--- src/inc/fbp_defs.svh ---
`ifndef FBP_DEFS_SVH
`define FBP_DEFS_SVH

// bus timing in 100 MHz cycles
`define FBP_CLK_PERIOD_NS   10
`define FBP_WE_PULSE_NS     40
`define FBP_WE_CYC          ((`FBP_WE_PULSE_NS + `FBP_CLK_PERIOD_NS - 1) / `FBP_CLK_PERIOD_NS)
`define FBP_RD_ACCESS_NS    110
`define FBP_RD_CYC          ((`FBP_RD_ACCESS_NS + `FBP_CLK_PERIOD_NS - 1) / `FBP_CLK_PERIOD_NS)
`define FBP_UNLOCK_GAP_NS   1000
`define FBP_UNLOCK_GAP_CYC  ((`FBP_UNLOCK_GAP_NS + `FBP_CLK_PERIOD_NS - 1) / `FBP_CLK_PERIOD_NS)

// unlock cycle addresses (x16) and data
`define FBP_ADDR_UNLK1      16'h0555
`define FBP_ADDR_UNLK2      16'h02AA
`define FBP_DATA_UNLK1      8'hAA
`define FBP_DATA_UNLK2      8'h55

// command set entry and command codes
`define FBP_CODE_LOCKREG    8'h40
`define FBP_CODE_PASSWORD   8'h60
`define FBP_CODE_NONVOL     8'hC0
`define FBP_CODE_LOCKBIT    8'h50
`define FBP_CODE_VOLATILE   8'hE0
`define FBP_CODE_EXTBLOCK   8'h88
`define FBP_CODE_PROGRAM    8'hA0
`define FBP_CODE_EXIT1      8'h90
`define FBP_CODE_EXIT2      8'h00
`define FBP_CODE_CLRALL1    8'h80
`define FBP_CODE_CLRALL2    8'h30
`define FBP_CODE_UNLOCK1    8'h25
`define FBP_CODE_UNLOCK2    8'h03
`define FBP_CODE_UNLOCKGO   8'h29

// protection bit data values
`define FBP_BIT_PROTECT     8'h00
`define FBP_BIT_UNPROTECT   8'h01

// password layout
`define FBP_PWD_WORDS       4
`define FBP_PWD_BYTES       8

`endif

--- src/inc/fbp_pkg.sv ---
package fbp_pkg;

  // host command opcodes at the user port
  typedef enum logic [3:0] {
    OP_ENTER_LOCKREG,  // enter lock register set
    OP_ENTER_PASSWORD, // enter password set
    OP_ENTER_NONVOL,   // enter nonvolatile set
    OP_ENTER_LOCKBIT,  // enter lock bit set
    OP_ENTER_VOLATILE, // enter volatile set
    OP_ENTER_EXTBLOCK, // enter extended block
    OP_EXIT,           // exit protection set
    OP_EXIT_EXTBLOCK,  // exit extended block
    OP_PROGRAM,        // A0 + address/data in set mode
    OP_READ,           // plain read cycle
    OP_CLEAR_ALL,      // clear all nonvolatile bits
    OP_UNLOCK,         // unlock password (4 words)
    OP_PWD_PROGRAM,    // program all password words
    OP_PWD_READ        // read all password words
  } fbp_op_t;

  // one bus cycle in a sequence
  typedef struct packed {
    logic        isRead;
    logic [25:0] addr;
    logic [15:0] data;
  } fbp_cycle_t;

endpackage

--- src/hdl/fbp_bus_cycle.sv ---
`timescale 1ns/10ps
`include "fbp_defs.svh"

// one asynchronous bus cycle on the flash pins
module fbp_bus_cycle #(
  parameter int ADDR_W = 26   // flash address width
) (
  input  wire logic              clock,     // system clock
  input  wire logic              resetn,    // sync reset, active low
  input  wire logic              start,     // begin a cycle
  input  wire logic              isRead,    // read instead of write
  input  wire logic [ADDR_W-1:0] addr,      // cycle address
  input  wire logic [15:0]       wdata,     // write data
  input  wire logic [15:0]       dqIn,      // data pins, synchronised
  output logic                   busy,      // cycle in progress
  output logic                   done,      // cycle finished pulse
  output logic [15:0]            rdata,     // captured read data
  output logic [ADDR_W-1:0]      flashAddr, // address pins
  output logic [15:0]            dqOut,     // data pins out
  output logic                   dqOe,      // data pins drive enable
  output logic                   ceN,       // chip enable
  output logic                   oeN,       // output enable
  output logic                   weN        // write enable
);

  initial begin
    if (ADDR_W < 16 || ADDR_W > 26) $error("ADDR_W out of range");
  end

  localparam int CYC = (`FBP_RD_CYC > `FBP_WE_CYC) ? `FBP_RD_CYC + 3
                                                  : `FBP_WE_CYC + 3;

  typedef struct packed {
    logic              active;
    logic              rd;
    logic [7:0]        cnt;
    logic              done;
    logic [15:0]       rdata;
    logic [ADDR_W-1:0] addr;
    logic [15:0]       wdata;
  } fbp_bc_state_t;

  fbp_bc_state_t s_reg, s_next;

  always_comb begin
    s_next = s_reg;
    s_next.done = 1'b0;
    if (!s_reg.active) begin
      if (start) begin
        s_next.active = 1'b1;
        s_next.rd     = isRead;
        s_next.addr   = addr;
        s_next.wdata  = wdata;
        s_next.cnt    = 8'h00;
      end
    end else begin
      s_next.cnt = s_reg.cnt + 8'h01;
      // sample late: dqIn lags the pins by two flops
      if (s_reg.rd && s_reg.cnt == 8'(CYC - 1)) s_next.rdata = dqIn;
      if (s_reg.cnt == 8'(CYC)) begin
        s_next.active = 1'b0;
        s_next.done   = 1'b1;
      end
    end
    if (!resetn) s_next = '0;
  end

  always_ff @(posedge clock) begin
    s_reg <= s_next;
  end

  // strobe held inside address/data setup and hold margins
  logic strobe;
  assign strobe    = s_reg.active && s_reg.cnt != 8'h00
                     && s_reg.cnt < 8'(CYC - 2);
  assign busy      = s_reg.active;
  assign done      = s_reg.done;
  assign rdata     = s_reg.rdata;
  assign flashAddr = s_reg.addr;
  assign dqOut     = s_reg.wdata;
  assign dqOe      = s_reg.active && !s_reg.rd;
  assign ceN       = !s_reg.active;
  assign oeN       = !(s_reg.active && s_reg.rd);
  assign weN       = !(strobe && !s_reg.rd);

endmodule // fbp_bus_cycle

--- src/hdl/fbp_host_ctrl.sv ---
`timescale 1ns/10ps
`include "fbp_defs.svh"

module fbp_host_ctrl #(
  parameter int ADDR_W = 26   // flash word address width
) (
  input  wire logic                 clock,     // 100 MHz system clock
  input  wire logic                 resetn,    // sync reset, active low
  input  wire logic                 cmdValid,  // command request
  input  wire fbp_pkg::fbp_op_t     cmdOp,     // command opcode
  input  wire logic [ADDR_W-1:0]    cmdAddr,   // block or word address
  input  wire logic [63:0]          cmdData,   // data or password
  input  wire logic                 wpLevel,   // desired write-protect level
  output logic                      cmdReady,  // idle, may take command
  output logic                      rspValid,  // command finished pulse
  output logic [63:0]               rspData,   // read result
  output logic                      rspRefused,// command refused pulse
  output logic [ADDR_W-1:0]         flashAddr, // flash address pins
  output logic [15:0]               dqOut,     // data pins out
  output logic                      dqOe,      // data pins drive enable
  input  wire logic [15:0]          dqIn,      // data pins in
  output logic                      ceN,       // chip enable, low active
  output logic                      oeN,       // output enable, low active
  output logic                      weN,       // write enable, low active
  output logic                      wpN,       // write-protect pin
  output logic                      rstN       // flash reset pin
);

  initial begin
    if (ADDR_W < 16 || ADDR_W > 26) $error("ADDR_W out of range");
  end

  localparam int GAP_W = $clog2(`FBP_UNLOCK_GAP_CYC + 1);

  typedef enum logic [2:0] {
    ST_IDLE, ST_BUILD, ST_ISSUE, ST_WAIT, ST_DONE
  } fbp_state_t;

  typedef enum logic [2:0] {
    MD_READ, MD_LOCKREG, MD_PASSWORD, MD_NONVOL, MD_LOCKBIT,
    MD_VOLATILE, MD_EXTBLOCK
  } fbp_mode_t;

  typedef struct packed {
    fbp_state_t         st;
    fbp_mode_t          mode;
    fbp_pkg::fbp_op_t   op;
    logic [ADDR_W-1:0]  addr;
    logic [63:0]        data;
    logic [3:0]         idx;
    logic [3:0]         total;
    logic [63:0]        rd;
    logic [GAP_W-1:0]   gap;
    logic               refused;
    logic               rspV;
    logic               rspR;
    logic [15:0]        dqS1;
    logic [15:0]        dqS2;
    logic               wp;
    logic               rstOut;
  } fbp_host_state_t;

  fbp_host_state_t s_reg, s_next;

  logic              bcStart;
  logic              bcBusy;
  logic              bcDone;
  logic [15:0]       bcRdata;
  fbp_pkg::fbp_cycle_t cyc;

  // sequence table: cycle idx of the current operation
  always_comb begin
    cyc = '{isRead: 1'b0, addr: 26'h0, data: 16'h0000};
    if (s_reg.idx == 4'h0) begin
      cyc.addr = 26'(`FBP_ADDR_UNLK1);
      cyc.data = {8'h00, `FBP_DATA_UNLK1};
    end else if (s_reg.idx == 4'h1) begin
      cyc.addr = 26'(`FBP_ADDR_UNLK2);
      cyc.data = {8'h00, `FBP_DATA_UNLK2};
    end
    unique case (s_reg.op)
      fbp_pkg::OP_ENTER_LOCKREG, fbp_pkg::OP_ENTER_PASSWORD,
      fbp_pkg::OP_ENTER_NONVOL, fbp_pkg::OP_ENTER_LOCKBIT,
      fbp_pkg::OP_ENTER_VOLATILE, fbp_pkg::OP_ENTER_EXTBLOCK: begin
        if (s_reg.idx == 4'h2) begin
          cyc.addr = 26'(`FBP_ADDR_UNLK1);
          unique case (s_reg.op)
            fbp_pkg::OP_ENTER_LOCKREG:  cyc.data[7:0] = `FBP_CODE_LOCKREG;
            fbp_pkg::OP_ENTER_PASSWORD: cyc.data[7:0] = `FBP_CODE_PASSWORD;
            fbp_pkg::OP_ENTER_NONVOL:   cyc.data[7:0] = `FBP_CODE_NONVOL;
            fbp_pkg::OP_ENTER_LOCKBIT:  cyc.data[7:0] = `FBP_CODE_LOCKBIT;
            fbp_pkg::OP_ENTER_VOLATILE: cyc.data[7:0] = `FBP_CODE_VOLATILE;
            default:                    cyc.data[7:0] = `FBP_CODE_EXTBLOCK;
          endcase
        end
      end
      fbp_pkg::OP_EXIT_EXTBLOCK: begin
        if (s_reg.idx == 4'h2) begin
          cyc.addr = 26'(`FBP_ADDR_UNLK1);
          cyc.data = {8'h00, `FBP_CODE_EXIT1};
        end else if (s_reg.idx == 4'h3) begin
          cyc.data = {8'h00, `FBP_CODE_EXIT2};
        end
      end
      fbp_pkg::OP_EXIT: begin
        cyc.addr = 26'h0;
        cyc.data = {8'h00, (s_reg.idx == 4'h0) ? `FBP_CODE_EXIT1
                                               : `FBP_CODE_EXIT2};
      end
      // program cycle carries 00/01 or value
      fbp_pkg::OP_PROGRAM: begin
        cyc.addr = (s_reg.idx == 4'h0) ? 26'h0 : 26'(s_reg.addr);
        cyc.data = (s_reg.idx == 4'h0) ? {8'h00, `FBP_CODE_PROGRAM}
                                       : s_reg.data[15:0];
      end
      fbp_pkg::OP_READ: begin
        cyc.isRead = 1'b1;
        cyc.addr   = 26'(s_reg.addr);
        cyc.data   = 16'h0000;
      end
      fbp_pkg::OP_CLEAR_ALL: begin
        cyc.addr = 26'h0;
        cyc.data = {8'h00, (s_reg.idx == 4'h0) ? `FBP_CODE_CLRALL1
                                               : `FBP_CODE_CLRALL2};
      end
      // 25h, 03h, four password words, 29h
      fbp_pkg::OP_UNLOCK: begin
        cyc.addr = 26'h0;
        if (s_reg.idx == 4'h0) cyc.data = {8'h00, `FBP_CODE_UNLOCK1};
        else if (s_reg.idx == 4'h1) cyc.data = {8'h00, `FBP_CODE_UNLOCK2};
        else if (s_reg.idx < 4'h6) begin
          cyc.addr = 26'(s_reg.idx - 4'h2);
          cyc.data = s_reg.data[16*(s_reg.idx-4'h2) +: 16];
        end else cyc.data = {8'h00, `FBP_CODE_UNLOCKGO};
      end
      // A0h then word n at address n
      fbp_pkg::OP_PWD_PROGRAM: begin
        cyc.addr = s_reg.idx[0] ? 26'(s_reg.idx[2:1]) : 26'h0;
        cyc.data = s_reg.idx[0] ? s_reg.data[16*s_reg.idx[2:1] +: 16]
                                : {8'h00, `FBP_CODE_PROGRAM};
      end
      fbp_pkg::OP_PWD_READ: begin
        cyc.isRead = 1'b1;
        cyc.addr   = 26'(s_reg.idx[1:0]);
      end
    endcase
  end

  function automatic logic [3:0] seqLen(input fbp_pkg::fbp_op_t op);
    unique case (op)
      fbp_pkg::OP_EXIT_EXTBLOCK, fbp_pkg::OP_PWD_READ: seqLen = 4'h4;
      fbp_pkg::OP_EXIT, fbp_pkg::OP_PROGRAM,
      fbp_pkg::OP_CLEAR_ALL:                           seqLen = 4'h2;
      fbp_pkg::OP_READ:                                seqLen = 4'h1;
      fbp_pkg::OP_UNLOCK:                              seqLen = 4'h7;
      fbp_pkg::OP_PWD_PROGRAM:                         seqLen = 4'h8;
      default:                                         seqLen = 4'h3;
    endcase
  endfunction

  // refuse commands that the current mode would not accept
  function automatic logic allowed(input fbp_pkg::fbp_op_t op,
                                   input fbp_mode_t md,
                                   input logic [ADDR_W-1:0] a);
    unique case (op)
      fbp_pkg::OP_ENTER_LOCKREG, fbp_pkg::OP_ENTER_PASSWORD,
      fbp_pkg::OP_ENTER_NONVOL, fbp_pkg::OP_ENTER_LOCKBIT,
      fbp_pkg::OP_ENTER_VOLATILE,
      fbp_pkg::OP_ENTER_EXTBLOCK: allowed = (md == MD_READ);
      fbp_pkg::OP_EXIT: allowed = (md != MD_READ && md != MD_EXTBLOCK);
      fbp_pkg::OP_EXIT_EXTBLOCK: allowed = (md == MD_EXTBLOCK);
      fbp_pkg::OP_PROGRAM: allowed = (md != MD_READ && md != MD_PASSWORD);
      fbp_pkg::OP_READ: allowed = 1'b1;
      fbp_pkg::OP_CLEAR_ALL: allowed = (md == MD_NONVOL);
      // password commands only in password set
      fbp_pkg::OP_UNLOCK, fbp_pkg::OP_PWD_PROGRAM,
      fbp_pkg::OP_PWD_READ: allowed = (md == MD_PASSWORD);
      // two opcode values are unused; refuse them
      default: allowed = 1'b0;
    endcase
    // block 0 closed in set modes except extended block, lock register and lock bit
    if (md != MD_READ && md != MD_EXTBLOCK && a[ADDR_W-1:16] == '0
        && (op == fbp_pkg::OP_READ || op == fbp_pkg::OP_PROGRAM)
        && md != MD_LOCKREG && md != MD_LOCKBIT) allowed = 1'b0;
  endfunction

  always_comb begin
    s_next = s_reg;
    s_next.rspV = 1'b0;
    s_next.rspR = 1'b0;
    s_next.dqS1 = dqIn;
    s_next.dqS2 = s_reg.dqS1;
    s_next.wp   = wpLevel;
    s_next.rstOut = 1'b1;
    if (s_reg.gap != '0) s_next.gap = s_reg.gap - GAP_W'(1);
    unique case (s_reg.st)
      ST_IDLE: begin
        if (cmdValid) begin
          s_next.op    = cmdOp;
          s_next.addr  = cmdAddr;
          s_next.data  = cmdData;
          s_next.idx   = 4'h0;
          s_next.total = seqLen(cmdOp);
          s_next.rd    = 64'h0;
          s_next.st    = ST_BUILD;
          s_next.refused = !allowed(cmdOp, s_reg.mode, cmdAddr);
        end
      end
      ST_BUILD: begin
        if (s_reg.refused) begin
          s_next.st   = ST_IDLE;
          s_next.rspR = 1'b1;
        end else if (s_reg.op == fbp_pkg::OP_UNLOCK && s_reg.gap != '0) begin
          s_next.st = ST_BUILD;
        end else begin
          s_next.st = ST_ISSUE;
        end
      end
      ST_ISSUE: s_next.st = ST_WAIT;
      ST_WAIT: begin
        if (bcDone) begin
          if (cyc.isRead) s_next.rd[16*s_reg.idx[1:0] +: 16] = bcRdata;
          if (s_reg.idx + 4'h1 == s_reg.total) s_next.st = ST_DONE;
          else begin
            s_next.idx = s_reg.idx + 4'h1;
            s_next.st  = ST_ISSUE;
          end
        end
      end
      ST_DONE: begin
        s_next.st   = ST_IDLE;
        s_next.rspV = 1'b1;
        if (s_reg.op == fbp_pkg::OP_UNLOCK)
          s_next.gap = GAP_W'(`FBP_UNLOCK_GAP_CYC);
        unique case (s_reg.op)
          fbp_pkg::OP_ENTER_LOCKREG:  s_next.mode = MD_LOCKREG;
          fbp_pkg::OP_ENTER_PASSWORD: s_next.mode = MD_PASSWORD;
          fbp_pkg::OP_ENTER_NONVOL:   s_next.mode = MD_NONVOL;
          fbp_pkg::OP_ENTER_LOCKBIT:  s_next.mode = MD_LOCKBIT;
          fbp_pkg::OP_ENTER_VOLATILE: s_next.mode = MD_VOLATILE;
          fbp_pkg::OP_ENTER_EXTBLOCK: s_next.mode = MD_EXTBLOCK;
          fbp_pkg::OP_EXIT, fbp_pkg::OP_EXIT_EXTBLOCK:
                                      s_next.mode = MD_READ;
          default:                    s_next.mode = s_reg.mode;
        endcase
      end
      default: s_next.st = ST_IDLE;
    endcase
    if (!resetn) begin
      s_next = '0;
      s_next.wp = 1'b1;
    end
  end

  always_ff @(posedge clock) begin
    s_reg <= s_next;
  end

  assign bcStart = (s_reg.st == ST_ISSUE);

  fbp_bus_cycle #(
    .ADDR_W (ADDR_W)
  ) u_cycle (
    .clock     (clock),
    .resetn    (resetn),
    .start     (bcStart),
    .isRead    (cyc.isRead),
    .addr      (cyc.addr[ADDR_W-1:0]),
    .wdata     (cyc.data),
    .dqIn      (s_reg.dqS2),
    .busy      (bcBusy),
    .done      (bcDone),
    .rdata     (bcRdata),
    .flashAddr (flashAddr),
    .dqOut     (dqOut),
    .dqOe      (dqOe),
    .ceN       (ceN),
    .oeN       (oeN),
    .weN       (weN)
  );

  assign cmdReady   = (s_reg.st == ST_IDLE) && !bcBusy;
  assign rspValid   = s_reg.rspV;
  assign rspRefused = s_reg.rspR;
  assign rspData    = s_reg.rd;
  assign wpN        = s_reg.wp;
  // flash reset low during our reset restores volatile bits
  assign rstN       = s_reg.rstOut;

endmodule // fbp_host_ctrl

--- config.mk ---
export PLATFORM = sky130hd
export DESIGN_NAME = fbp_host_ctrl
export DESIGN_NICKNAME = d
export VERILOG_FILES = /design/src/inc/fbp_pkg.sv /design/src/hdl/fbp_bus_cycle.sv /design/src/hdl/fbp_host_ctrl.sv
export VERILOG_INCLUDE_DIRS = /design/src /design/src/inc
export SDC_FILE = /design/constraint.sdc
export NUM_CORES = 1
export LEC_CHECK = 0
export BUFFER_PORTS_ARGS = -buffer_cell sky130_fd_sc_hd__buf_2
export CAP_MARGIN = 10
export CORE_MARGIN = 2
export CORE_UTILIZATION = 57
export DETAILED_ROUTE_END_ITERATION = 10
export PLACE_DENSITY_LB_ADDON = 0.25
export SLEW_MARGIN = 10
export SYNTH_ARGS = -nofsm -noshare
export SYNTH_HDL_FRONTEND = slang
export SYNTH_HIERARCHICAL = 1
export SYNTH_SLANG_ARGS = --single-unit
--- constraint.sdc ---
create_clock -name clock -period 3.1 [get_ports clock]
set_input_delay 0.155 -clock clock [delete_from_list [all_inputs] [get_ports clock]]
set_output_delay 0.155 -clock clock [all_outputs]
set_load 0.02 [all_outputs]
==> results by group, run 1 <==
Timing
  – Final setup violation count: 0
  – Final Max Tran Viols: 0
  – Worst Skew: ~0.012 ns
  – Final hold violations: 0
  – Slew at the pin with the worst max-slew slack: around 0.73 ns
  – Setup TNS: 0 ns
  – Fin crit share: 0.852
  – RSZ-0062 raised after global routing: no
  – Setup WS post-layout: 0.460 ns
  – Max transition margin: 0.510
  – Worst hold slack: between 0.1 and 0.15 ns
  – Peak Freq: approximately 0.38 GHz
  – Minimum period implied by the final worst setup slack: ~2.6 ns

Power
  – Cell Int Power: between 6 and 7 mW
  – Clock power share: 0.417
  – NetSw: between 2 and 2.5 mW
  – Pwr Density: 565 nW/µm²
  – Leak: about 6.4 nW
  – Comb power frac: 0.137
  – Sw Ratio: 0.268
  – Peak supply drop: 0.000374 V
  – Reg power frac: 0.446

Global routing
  – Initial antenna violation count: 1
  – First-pass GRT wire length: 57.6 mm
  – Largest net degree at the start of global routing: 65
  – Total track usage: 0.288
  – Via count of the first global-routing pass: about 11,000
  – Grt ovf: 0

Placement
  – Dpl ws: roughly 0.53 ns
  – # port buffers: approximately 230
  – Cells after DPL: 1,969
  – Placed wire-length estimate: 23.6 mm
  – Final GP Congestion: 0.958

Worst setup path
  – Max FO, Critical Path: 10
  – Worst Path Arrival: a little over 3 ns
  – RR Endpoint: u_cycle/dqOut[15]$_SDFFE_PN0P_
  – CP startpoint kind: register
  – Crit Path Class: reg2reg
  – Reg2Reg Launch Point: s_reg[113]$_SDFFE_PN0P_
  – Crit path capture type: register
  – Critical Path RT: 3.52 ns
  – R2r setup slk: about 0.46 ns
  – Worst R2R Path Depth: 9

Die
  – Die width: around 160 µm
  – FP Rows: 56
  – Die Y: roughly 160 µm
  – Core footprint: around 23,000 µm²
  – Starting density of the core: 0.579
  – IO Pins: roughly 230
  – Full die area: 24,900 µm²

Yosys
  – Ranking of synthesized cells by area: dfxtp_1 42%, nand2_1 11%, a21oi_1 8.6%
  – Syn Std Cell Area: 13,500 µm²
  – Synth Net Count: ~1,800
  – Flip-flop and latch count after synthesis: around 290
  – Ys async rst share: 0
  – Yosys warning total: 6
  – Avg Cell Area, Syn: roughly 8.2 µm²
  – Post-Syn Instances: 1,638
  – EDFF count, synth: 0
  – Share of the synthesized area in the top cell type: 0.422
  – Post-synth top area cell: dfxtp_1
  – Most frequent cell after synthesis: nand2_1
  – Seq/Total Area, Yosys: 0.422
  – Ys flop type: dfxtp_1
  – Post-synth cell types: 76
  – Synth cell count leaders: 409 x nand2_1, 285 x dfxtp_1, 233 x a21oi_1

Routing
  – # DRC: 0
  – Highest routed layer: met4
  – ANT nets after route: 0
  – Met2 routed WL: between 15 and 20 mm
  – Via density: 5.56
  – Via count: 11,860
  – DRT Wirelength: approximately 37 mm
  – Avg WL per Cell: 17.2 µm
  – Initial detailed-routing violation count: between 900 and 1,000
  – M1 wire length: roughly 16 mm
  – WL met3: between 2 and 3 mm
  – Pre-Repair DR Iteration Count: 6

Finish
  – Post-route insts no fill: about 2,100
  – Area grow syn2layout: 18.3%
  – Max reg flops: around 150
  – Post-layout net count: 1,918
  – Layout cells sized above 1: 0.202
  – Fillers: 1,896

Clocking
  – Worst-path clk slew: 0.07 ns
  – # resized after CTS: 0
  – Clock Tree Buf Depth: 3
  – Root buffer cell: clkbuf_16
  – Clock latency at the later pin of the worst-skew pair: between 0.5 and 0.6 ns
  – Post-CTS Hold Buffers: around 110
  – Post-CTS Setup Bufs: 0
  – CTS tree: built
  – Sinks on Clock Net: roughly 290
  – Total CTS buffers: 28
  – H-tree levels: 1

Min path
  – Worst Hold Class: in2reg
  – Hold_sp: resetn
  – Hold depth: 2
  – Hold Path Sink: s_reg[211]$_SDFFE_PN0P_

Status
  – Run status: finished, final reports clean

Run
  – Max cap viols: 0
[layout make-up]
type / count / area, µm² / area share
Multi-Input combinational cell: 1088 / 6270 / 0.393
Sequential cell: 285 / 5710 / 0.357
Timing Repair Buffer: 363 / 2460 / 0.154
Clock buffer: 35 / 808 / 0.0506
Tap cell: 319 / 399 / 0.0250
Clock inverter: 17 / 236 / 0.0148
Inverter: 25 / 96.3 / 0.00603
Antenna cell: 1 / 2.50 / 0.000157
[metrics by stage]
| stage | utilization | cell area [µm²] | total power [mW] |
|---|---|---|---|
| after global routing | 0.685 | 16000 | 9.37 |
| after global placement | 0.592 | 13800 | 5.18 |
| after CTS | 0.685 | 16000 | 9.04 |
| after floorplan | - | 13500 | 4.89 |
| after detailed placement | 0.592 | 13800 | 5.21 |
| final | 0.685 | 16000 | 9.04 |
[how the worst max path moves through the flow]
stage	cells past startpoint	slack, ns	start	endpoint
5_1_grt	9	0.26	s_reg[113]$_SDFFE_PN0P_	u_cycle/dqOut[15]$_SDFFE_PN0P_
3_3_place_gp	9	0.60	s_reg[113]$_SDFFE_PN0P_	u_cycle/dqOut[15]$_SDFFE_PN0P_
3_5_place_dp	9	0.53	s_reg[113]$_SDFFE_PN0P_	u_cycle/dqOut[15]$_SDFFE_PN0P_
4_1_cts	7	0.50	s_reg[113]$_SDFFE_PN0P_	s_reg[113]$_SDFFE_PN0P_
2_1_floorplan	12	0.53	s_reg[113]$_SDFFE_PN0P_	u_cycle/dqOut[15]$_SDFFE_PN0P_
6_report	9	0.46	s_reg[113]$_SDFFE_PN0P_	u_cycle/dqOut[15]$_SDFFE_PN0P_
[routing by layer]
metal / vias up / global-route usage
met2: 477 / 0.457
met1: 5542 / 0.399
met3: 81 / 0.0523
li1: 5760 / -
met5: - / 0
met4: 0 / 0.0883
[cell usage in the layout, fill, tap and decap left out, types with 7 or more instances in the layout]
cell type	n
clkbuf_16	29
o211ai_1	8
or3_1	7
ha_1	13
a22oi_1	10
nand2_1	408
nand2b_1	8
nor3b_1	8
a21o_1	24
buf_4	22
inv_1	23
xnor2_1	8
a21oi_1	233
nor2_1	43
buf_2	228
nor3_1	8
o21ai_0	19
xor2_1	9
mux2i_1	25
nand3_1	82
dlygate4sd3_1	111
nand4_1	11
dfxtp_1	284
mux4_2	27
and2_1	34
[cell families after synthesis]
| family | Yosys count | synth area share |
|---|---|---|
| buffers and inverters | 265 | 0.115 |
| AOI/OAI and AO/OA | 347 | 0.152 |
| DFF | 285 | 0.422 |
| and+or+nand+nor | 657 | 0.222 |
| xor gates and xnor gates | 17 | 0.0110 |
| adders and majority gates | 13 | 0.0120 |
| muxes | 54 | 0.0652 |
[power groups by stage]
stage                     registers, mW  clock network [mW]  logic [mW]
after CTS                          4.03                3.80        1.21
after detailed placement           4.11                   0        1.10
after floorplan                    4.03                   0       0.861
after global routing               4.05                3.95        1.36
final                              4.03                3.77        1.24
after global placement             4.10                   0        1.08
[worst max-delay path, stage by stage, from the launching register on]
cell	delay, ns
dfxtp_2	0.33
inv_1	0.25
ha_1	0.41
or3b_1	0.46
and2_1	0.30
a31o_1	0.31
a22oi_1	0.20
o21ai_0	0.11
nand2_1	0.07
a21oi_1	0.06
Power figures use the tool's default switching activity.
==> run 2: changes to the inputs <==
CORE_UTILIZATION = 56   (was 57)
SYNTH_HIERARCHICAL = unset   (was 1)
==> results by group, run 2 <==
Status
  – Run status: finished, final reports clean

Finish
  – Layout cells sized above 1: 0.216 (+0.0139)
  – Max reg flops: 148 (unchanged)
  – Post-Route Utilization: 0.677 (-0.00804)
  – FF+latch area: 5710 µm² (about the same)
  – Post-route insts no fill: 2,066 (-3.1%)
  – Most frequent cells in the layout: 311 x nand2_1, 283 x dfxtp_1, 228 x buf_2
  – Multi-input logic area: 6130 µm² (-2.3%)
  – N_diodes: 0 (-1)
  – Commonest non-fill, non-tap cell in the layout: nand2_1
  – Post-layout net count: 1,852 (-3.4%)
  – Fillers: 1,905 (+0.47%)
  – Area grow syn2layout: 19.4%

Routing
  – DRT Wirelength: 35.0 mm (-4.5%)
  – Highest routed layer: met4
  – # DRC: 0 (unchanged)
  – ANT nets after route: 0 (unchanged)
  – Met2 routed WL: 16.4 mm (-3.1%)
  – Via count: 11,505 (-3.0%)
  – Initial detailed-routing violation count: 1,030 (+13%)
  – WL met3: 2.33 mm (-19%)
  – Via density: 5.57 (+0.15%)
  – Avg WL per Cell: 17.0 µm (-1.4%)
  – Pre-Repair DR Iteration Count: 5 (-1)
  – M1 wire length: 15.3 mm (-4.3%)

Die
  – Starting density of the core: 0.567 (-0.0117)
  – Full die area: 24,900 µm² (about the same)
  – FP Rows: 56 (unchanged)
  – IO Pins: 229 (unchanged)
  – Die Y: 158 µm (about the same)
  – Core footprint: 23,400 µm² (+0.30%)
  – Die width: 158 µm (about the same)

Timing
  – RSZ-0062 raised after global routing: no
  – Final setup violation count: 0 (unchanged)
  – Final hold violations: 0 (unchanged)
  – Minimum period implied by the final worst setup slack: 2.50 ns (-0.144 ns)
  – Fin crit share: 0.805 (-0.0464)
  – Final Max Tran Viols: 0 (unchanged)
  – Worst Skew: 0.0109 ns (-0.000807 ns)
  – Slew at the pin with the worst max-slew slack: 1.11 ns (+0.377 ns)
  – Setup TNS: 0 ns (unchanged)
  – Max transition margin: 0.254 (-0.257)
  – Peak Freq: 0.401 GHz (+5.8%)

Placement
  – Final GP Congestion: 0.941 (-1.8%)
  – Cells after DPL: 1,900 (-3.5%)
  – Placed wire-length estimate: 22.1 mm (-6.6%)
  – # port buffers: 228 (unchanged)

Worst setup path
  – Max FO, Critical Path: 16 (+6)
  – R2r setup slk: 0.60 ns (+0.14 ns)
  – Worst Path Arrival: 2.89 ns (-0.17 ns)
  – Critical Path RT: 3.50 ns (-0.02 ns)
  – RR Endpoint: rspData[22]$_SDFFE_PN0P_
  – Worst setup path startpoint: s_reg[206]$_SDFFE_PN0P_
  – Reg2Reg Launch Point: s_reg[206]$_SDFFE_PN0P_
  – Crit Path Class: reg2reg
  – Worst R2R Path Depth: 5 (-4)
  – CP startpoint kind: register
  – Crit path capture type: register

Yosys
  – Synth cell count leaders: 311 x nand2_1, 285 x dfxtp_1, 207 x a21oi_1
  – Synth Net Count: 1,670 (-5.4%)
  – Yosys warning total: 0 (-6)
  – Post-synth cell types: 75 (-1.3%)
  – EDFF count, synth: 0 (unchanged)
  – Ys async rst share: 0 (unchanged)
  – Ranking of synthesized cells by area: dfxtp_1 43%, nand2_1 8.8%, a21oi_1 7.8%
  – Most frequent cell after synthesis: nand2_1
  – Post-synth top area cell: dfxtp_1
  – Seq/Total Area, Yosys: 0.430 (+0.00741)
  – Share of the synthesized area in the top cell type: 0.430 (+0.00741)
  – Post-Syn Instances: 1,542 (-5.9%)
  – Flip-flop and latch count after synthesis: 285 (unchanged)
  – Ys flop type: dfxtp_1
  – Avg Cell Area, Syn: 8.61 µm² (+4.4%)
  – Syn Std Cell Area: 13,300 µm² (-1.7%)

Global routing
  – Grt ovf: 0 (unchanged)
  – Initial antenna violation count: 0 (-1)
  – Via count of the first global-routing pass: 10,716 (-2.7%)
  – Largest net degree at the start of global routing: 98 (+51%)
  – Total track usage: 0.270 (-0.0172)
  – First-pass GRT wire length: 54.6 mm (-5.2%)

Power
  – Peak supply drop: 0.000460 V (+23%)
  – Pwr Density: 568 nW/µm² (+0.51%)
  – Leak: 6.43 nW (about the same)

Min path
  – Worst Hold Class: in2reg
  – Hold depth: 3 (+1)
  – Hold Path Sink: u_cycle.s_reg[62]$_SDFFE_PN0P_
  – Hold_sp: resetn

Clocking
  – Total CTS buffers: 30 (+7.1%)
  – Sinks on Clock Net: 285 (unchanged)
  – Clock Tree Buf Depth: 3 (unchanged)
  – # resized after CTS: 0 (unchanged)
  – H-tree levels: 1 (unchanged)
  – Clock latency at the later pin of the worst-skew pair: 0.55 ns (about the same)
  – CTS tree: built
  – Root buffer cell: clkbuf_16
  – Worst-path clk slew: 0.06 ns (about the same)

Run
  – Max cap viols: 0 (unchanged)
## run 2: cell types whose count changed after synthesis, sizes merged, moves of 13 or more
cell    delta
nand2     -99
a21oi     -27
buf       -17
nand2b    +17
nor2      +17
o21ai     +15
a21o      -14
a221oi    +13
## run 2: worst max-delay path: stages (launching register included)
cell,delay (ns)
dfxtp_1,0.69
nand2_1,0.26
o41ai_4,0.57
o21ai_1,0.53
nand2_1,0.20
a21oi_1,0.09
## run 2: how the worst max path moves through the flow
stage               depth (start not counted)  slack [ns]                       endpoint
floorplan                                   9        0.43  u_cycle.dqOut[6]$_SDFFE_PN0P_
finish                                      5        0.60       rspData[22]$_SDFFE_PN0P_
global placement                            6        0.72  u_cycle.dqOut[1]$_SDFFE_PN0P_
global route                                5        0.33       rspData[53]$_SDFFE_PN0P_
detailed placement                          5        0.64       rspData[58]$_SDFFE_PN0P_
CTS                                         5        0.62       rspData[58]$_SDFFE_PN0P_
## run 2: cells by family after synthesis
kind of cell | after synthesis | synth area share
adders and majority gates | 14 | 0.0132
DFF | 285 | 0.430
xor gates and xnor gates | 17 | 0.0112
muxes | 53 | 0.0702
AOI/OAI and AO/OA | 345 | 0.156
buffers and inverters | 239 | 0.109
and+or+nand+nor | 589 | 0.210
## run 2: final cells by class
type,instances,area share
Multi-Input combinational cell,1018,0.387
Timing Repair Buffer,368,0.157
Clock inverter,15,0.00971
Inverter,21,0.00529
Clock buffer,40,0.0549
Sequential cell,285,0.360
Tap cell,319,0.0252
## run 2: what timing repair did
item / in CTS / in global routing
setup buffers: 0 / 0
hold buffers: 111 / 0
hold endpoints to repair: 112 / 0
## run 2: stage by stage
stage               total power, mW  worst slack (ns)  hold slack (ns)  cell area (µm²)
finish                         9.00             0.604           0.0249            15800
global route                   9.35             0.326           0.0298            15800
detailed placement             5.27             0.636            0.341            13700
global placement               5.24             0.721            0.339            13700
CTS                            9.03             0.621           0.0182            15800
floorplan                      4.99             0.425            0.183            13300
## run 2: per-layer routing
layer,vias to the layer above,GRT usage
met2,434,0.447
met1,5439,0.367
li1,5556,-
met5,-,0
met3,76,0.0391
met4,0,0.0849
## run 2: report_power, final
part | switching [mW] | leakage (nW) | internal (mW) | total [mW]
sequential | 0.180 | 2.32 | 3.87 | 4.05
combinational | 0.734 | 3.59 | 0.542 | 1.28
clock | 1.47 | 0.518 | 2.21 | 3.67
total | 2.38 | 6.43 | 6.62 | 9.00
==> run 3: changes to the inputs <==
clock period = 2.42 ns   (was 3.1 ns; I/O delays follow)
==> results by group, run 3 (synthesized netlist as in run 2, its figures left out) <==
Global routing
  – GR Util met2: 0.454 (+0.00745)
  – Total track usage: 0.274 (+0.00402)
  – Met1 Usage GRT: 0.377 (+0.00987)
  – First-pass GRT wire length: 55.4 mm (+1.5%)
  – GRT met3 Usage: 0.0386 (-0.000547)
  – Initial antenna violation count: 0 (unchanged)
  – Grt ovf: 0 (unchanged)
  – Grt peak-use layer: met2
  – Largest net degree at the start of global routing: 110 (+12%)
  – Via count of the first global-routing pass: 10,721 (+0.047%)

Die
  – IO Pins: 229 (unchanged)
  – Core footprint: 23,400 µm² (unchanged)
  – Die Y: 158 µm (unchanged)
  – FP Rows: 56 (unchanged)
  – Starting density of the core: 0.567 (unchanged)
  – Die width: 158 µm (unchanged)
  – Full die area: 24,900 µm² (unchanged)

Power
  – NetSw: 3.06 mW (+29%)
  – Reg power frac: 0.443 (-0.007)
  – Clock power share: 0.409 (about the same)
  – Comb power frac: 0.148 (+0.006)
  – Cell Int Power: 8.63 mW (+30%)
  – Leak: 6.57 nW (+2.2%)
  – Peak supply drop: 0.000705 V (+53%)
  – Total power: 11.7 mW (+30%)
  – Pwr Density: 728 nW/µm² (+28%)
  – Sw Ratio: 0.262 (-0.00258)

Placement
  – # port buffers: 228 (unchanged)
  – Final GP Congestion: 0.900 (-4.3%)
  – Placed wire-length estimate: 22.9 mm (+4.0%)
  – Dpl ws: 0.228 ns (-0.408 ns)

Timing
  – RSZ-0062 raised after global routing: no
  – Setup WS post-layout: 0.241 ns (-0.362 ns)
  – Slew at the pin with the worst max-slew slack: 0.888 ns (-0.224 ns)
  – Final Max Tran Viols: 0 (unchanged)
  – Final hold violations: 0 (unchanged)
  – Minimum period implied by the final worst setup slack: 2.18 ns (-0.318 ns)
  – Final setup violation count: 0 (unchanged)
  – Peak Freq: 0.459 GHz (+15%)
  – Max transition margin: 0.408 (+0.155)
  – Worst Skew: 0.0302 ns (+0.0193 ns)
  – Fin crit share: 0.900 (+0.0950)
  – Setup TNS: 0 ns (unchanged)

Routing
  – DRT Wirelength: 35.5 mm (+1.2%)
  – ANT nets after route: 0 (unchanged)
  – Via count: 11,478 (-0.23%)
  – Pre-Repair DR Iteration Count: 5 (unchanged)
  – Avg WL per Cell: 17.0 µm (+0.16%)
  – Initial detailed-routing violation count: 851 (-17%)
  – Via density: 5.50 (-1.3%)
  – # DRC: 0 (unchanged)

Clocking
  – Post-CTS Setup Bufs: 0 (unchanged)
  – Worst-path clk slew: 0.06 ns (about the same)
  – Root buffer cell: clkbuf_16
  – Clock Tree Buf Depth: 3 (unchanged)
  – CTS tree: built
  – Clock latency at the later pin of the worst-skew pair: 0.57 ns (+0.02 ns)
  – Total CTS buffers: 30 (unchanged)
  – Sinks on Clock Net: 285 (unchanged)
  – H-tree levels: 1 (unchanged)
  – # resized after CTS: 0 (unchanged)

Worst setup path
  – Crit path capture type: register
  – Worst path cell trace: inv_1 -> ha_1 -> or3b_2 -> and2_1 -> a221oi_1 -> a31oi_1
  – Max FO, Critical Path: 13 (-3)
  – Critical Path RT: 2.85 ns (-0.65 ns)
  – Max incr delay on CP: 0.52 ns (-0.17 ns)
  – CP startpoint kind: register
  – Worst path top cell family by delay: simple AND/OR/NAND/NOR gates
  – Crit Path Class: reg2reg
  – Buffers & Inverters on Critical Path: 1 (+1)
  – Worst Path Arrival: 2.61 ns (-0.28 ns)
  – Slowest-stage cell, CP: or3b_2

Min path
  – Worst Hold Class: in2reg

Finish
  – Fillers: 1,898 (-0.37%)
  – Multi-input logic area: 6140 µm² (+0.14%)
  – Commonest non-fill, non-tap cell in the layout: nand2_1
  – Post-layout net count: 1,877 (+1.3%)
  – Layout cells sized above 1: 0.224 (+0.00862)
  – Max reg flops: 148 (unchanged)
  – Most frequent cells in the layout: 311 x nand2_1, 283 x dfxtp_1, 228 x buf_2
  – FF+latch area: 5710 µm² (unchanged)
  – Area grow syn2layout: 21.1%
  – N_diodes: 0 (unchanged)

Run
  – Max cap viols: 0 (unchanged)

Status
  – Run status: finished, final reports clean
run 3: layout make-up:
type,count,area share
clock buffers,42,0.0545
clock inverters,10,0.0103
inverters,21,0.00522
multi-input cells,1018,0.382
flip-flops and latches,285,0.355
well taps,319,0.0248
repair buffers,393,0.168
run 3: final timing paths:
path                                         startpoint                       endpoint  slack, ns  depth (start not counted)
worst max-delay path            s_reg[113]$_SDFFE_PN0P_  u_cycle.dqOut[4]$_SDFFE_PN0P_       0.24                          6
worst min-delay path                           cmdValid        s_reg[213]$_SDFFE_PN0P_       0.05                          3
worst max register to register  s_reg[113]$_SDFFE_PN0P_  u_cycle.dqOut[4]$_SDFFE_PN0P_       0.24                          6
worst min register to register     s_reg[25]$_SDFF_PN0_            s_reg[9]$_SDFF_PN0_       0.43                          1
run 3: timing repair:
item | in CTS | in global routing
hold endpoints to repair | 115 | 0
endpoints found under the setup margin | 0 | 0
hold buffers | 112 | 0
run 3: routing by layer:
metal,vias to the layer above,share of wire
li1,5612,-
met5,-,0
met3,58,0.061
met2,401,0.48
met4,0,0.022
met1,5407,0.44
run 3: power by group through the flow:
stage	Sequential [mW]	Combinational, mW	Clock (mW)
3_5_place_dp	5.28	1.56	0
4_1_cts	5.18	1.70	4.85
6_report	5.19	1.73	4.78
3_3_place_gp	5.26	1.51	0
2_1_floorplan	5.19	1.20	0
5_1_grt	5.22	1.90	5.06
run 3: through the flow:
stage               cells  utilization  hold WS [ns]  area, µm²
detailed placement   1924        0.594         0.312      13900
finish               2088        0.687        0.0486      16100
floorplan            1542            -         0.149      13300
CTS                  2088        0.687        0.0313      16100
global route         2088        0.687        0.0396      16100
global placement     1924        0.594         0.305      13900
run 3: tightest hold or removal path, delay by kind of cell:
kind | cells | cell delay [ns]
AOI/OAI and AO/OA | 1 | 0.11
buffers and inverters | 1 | 0.13
and+or+nand+nor | 1 | 0.19
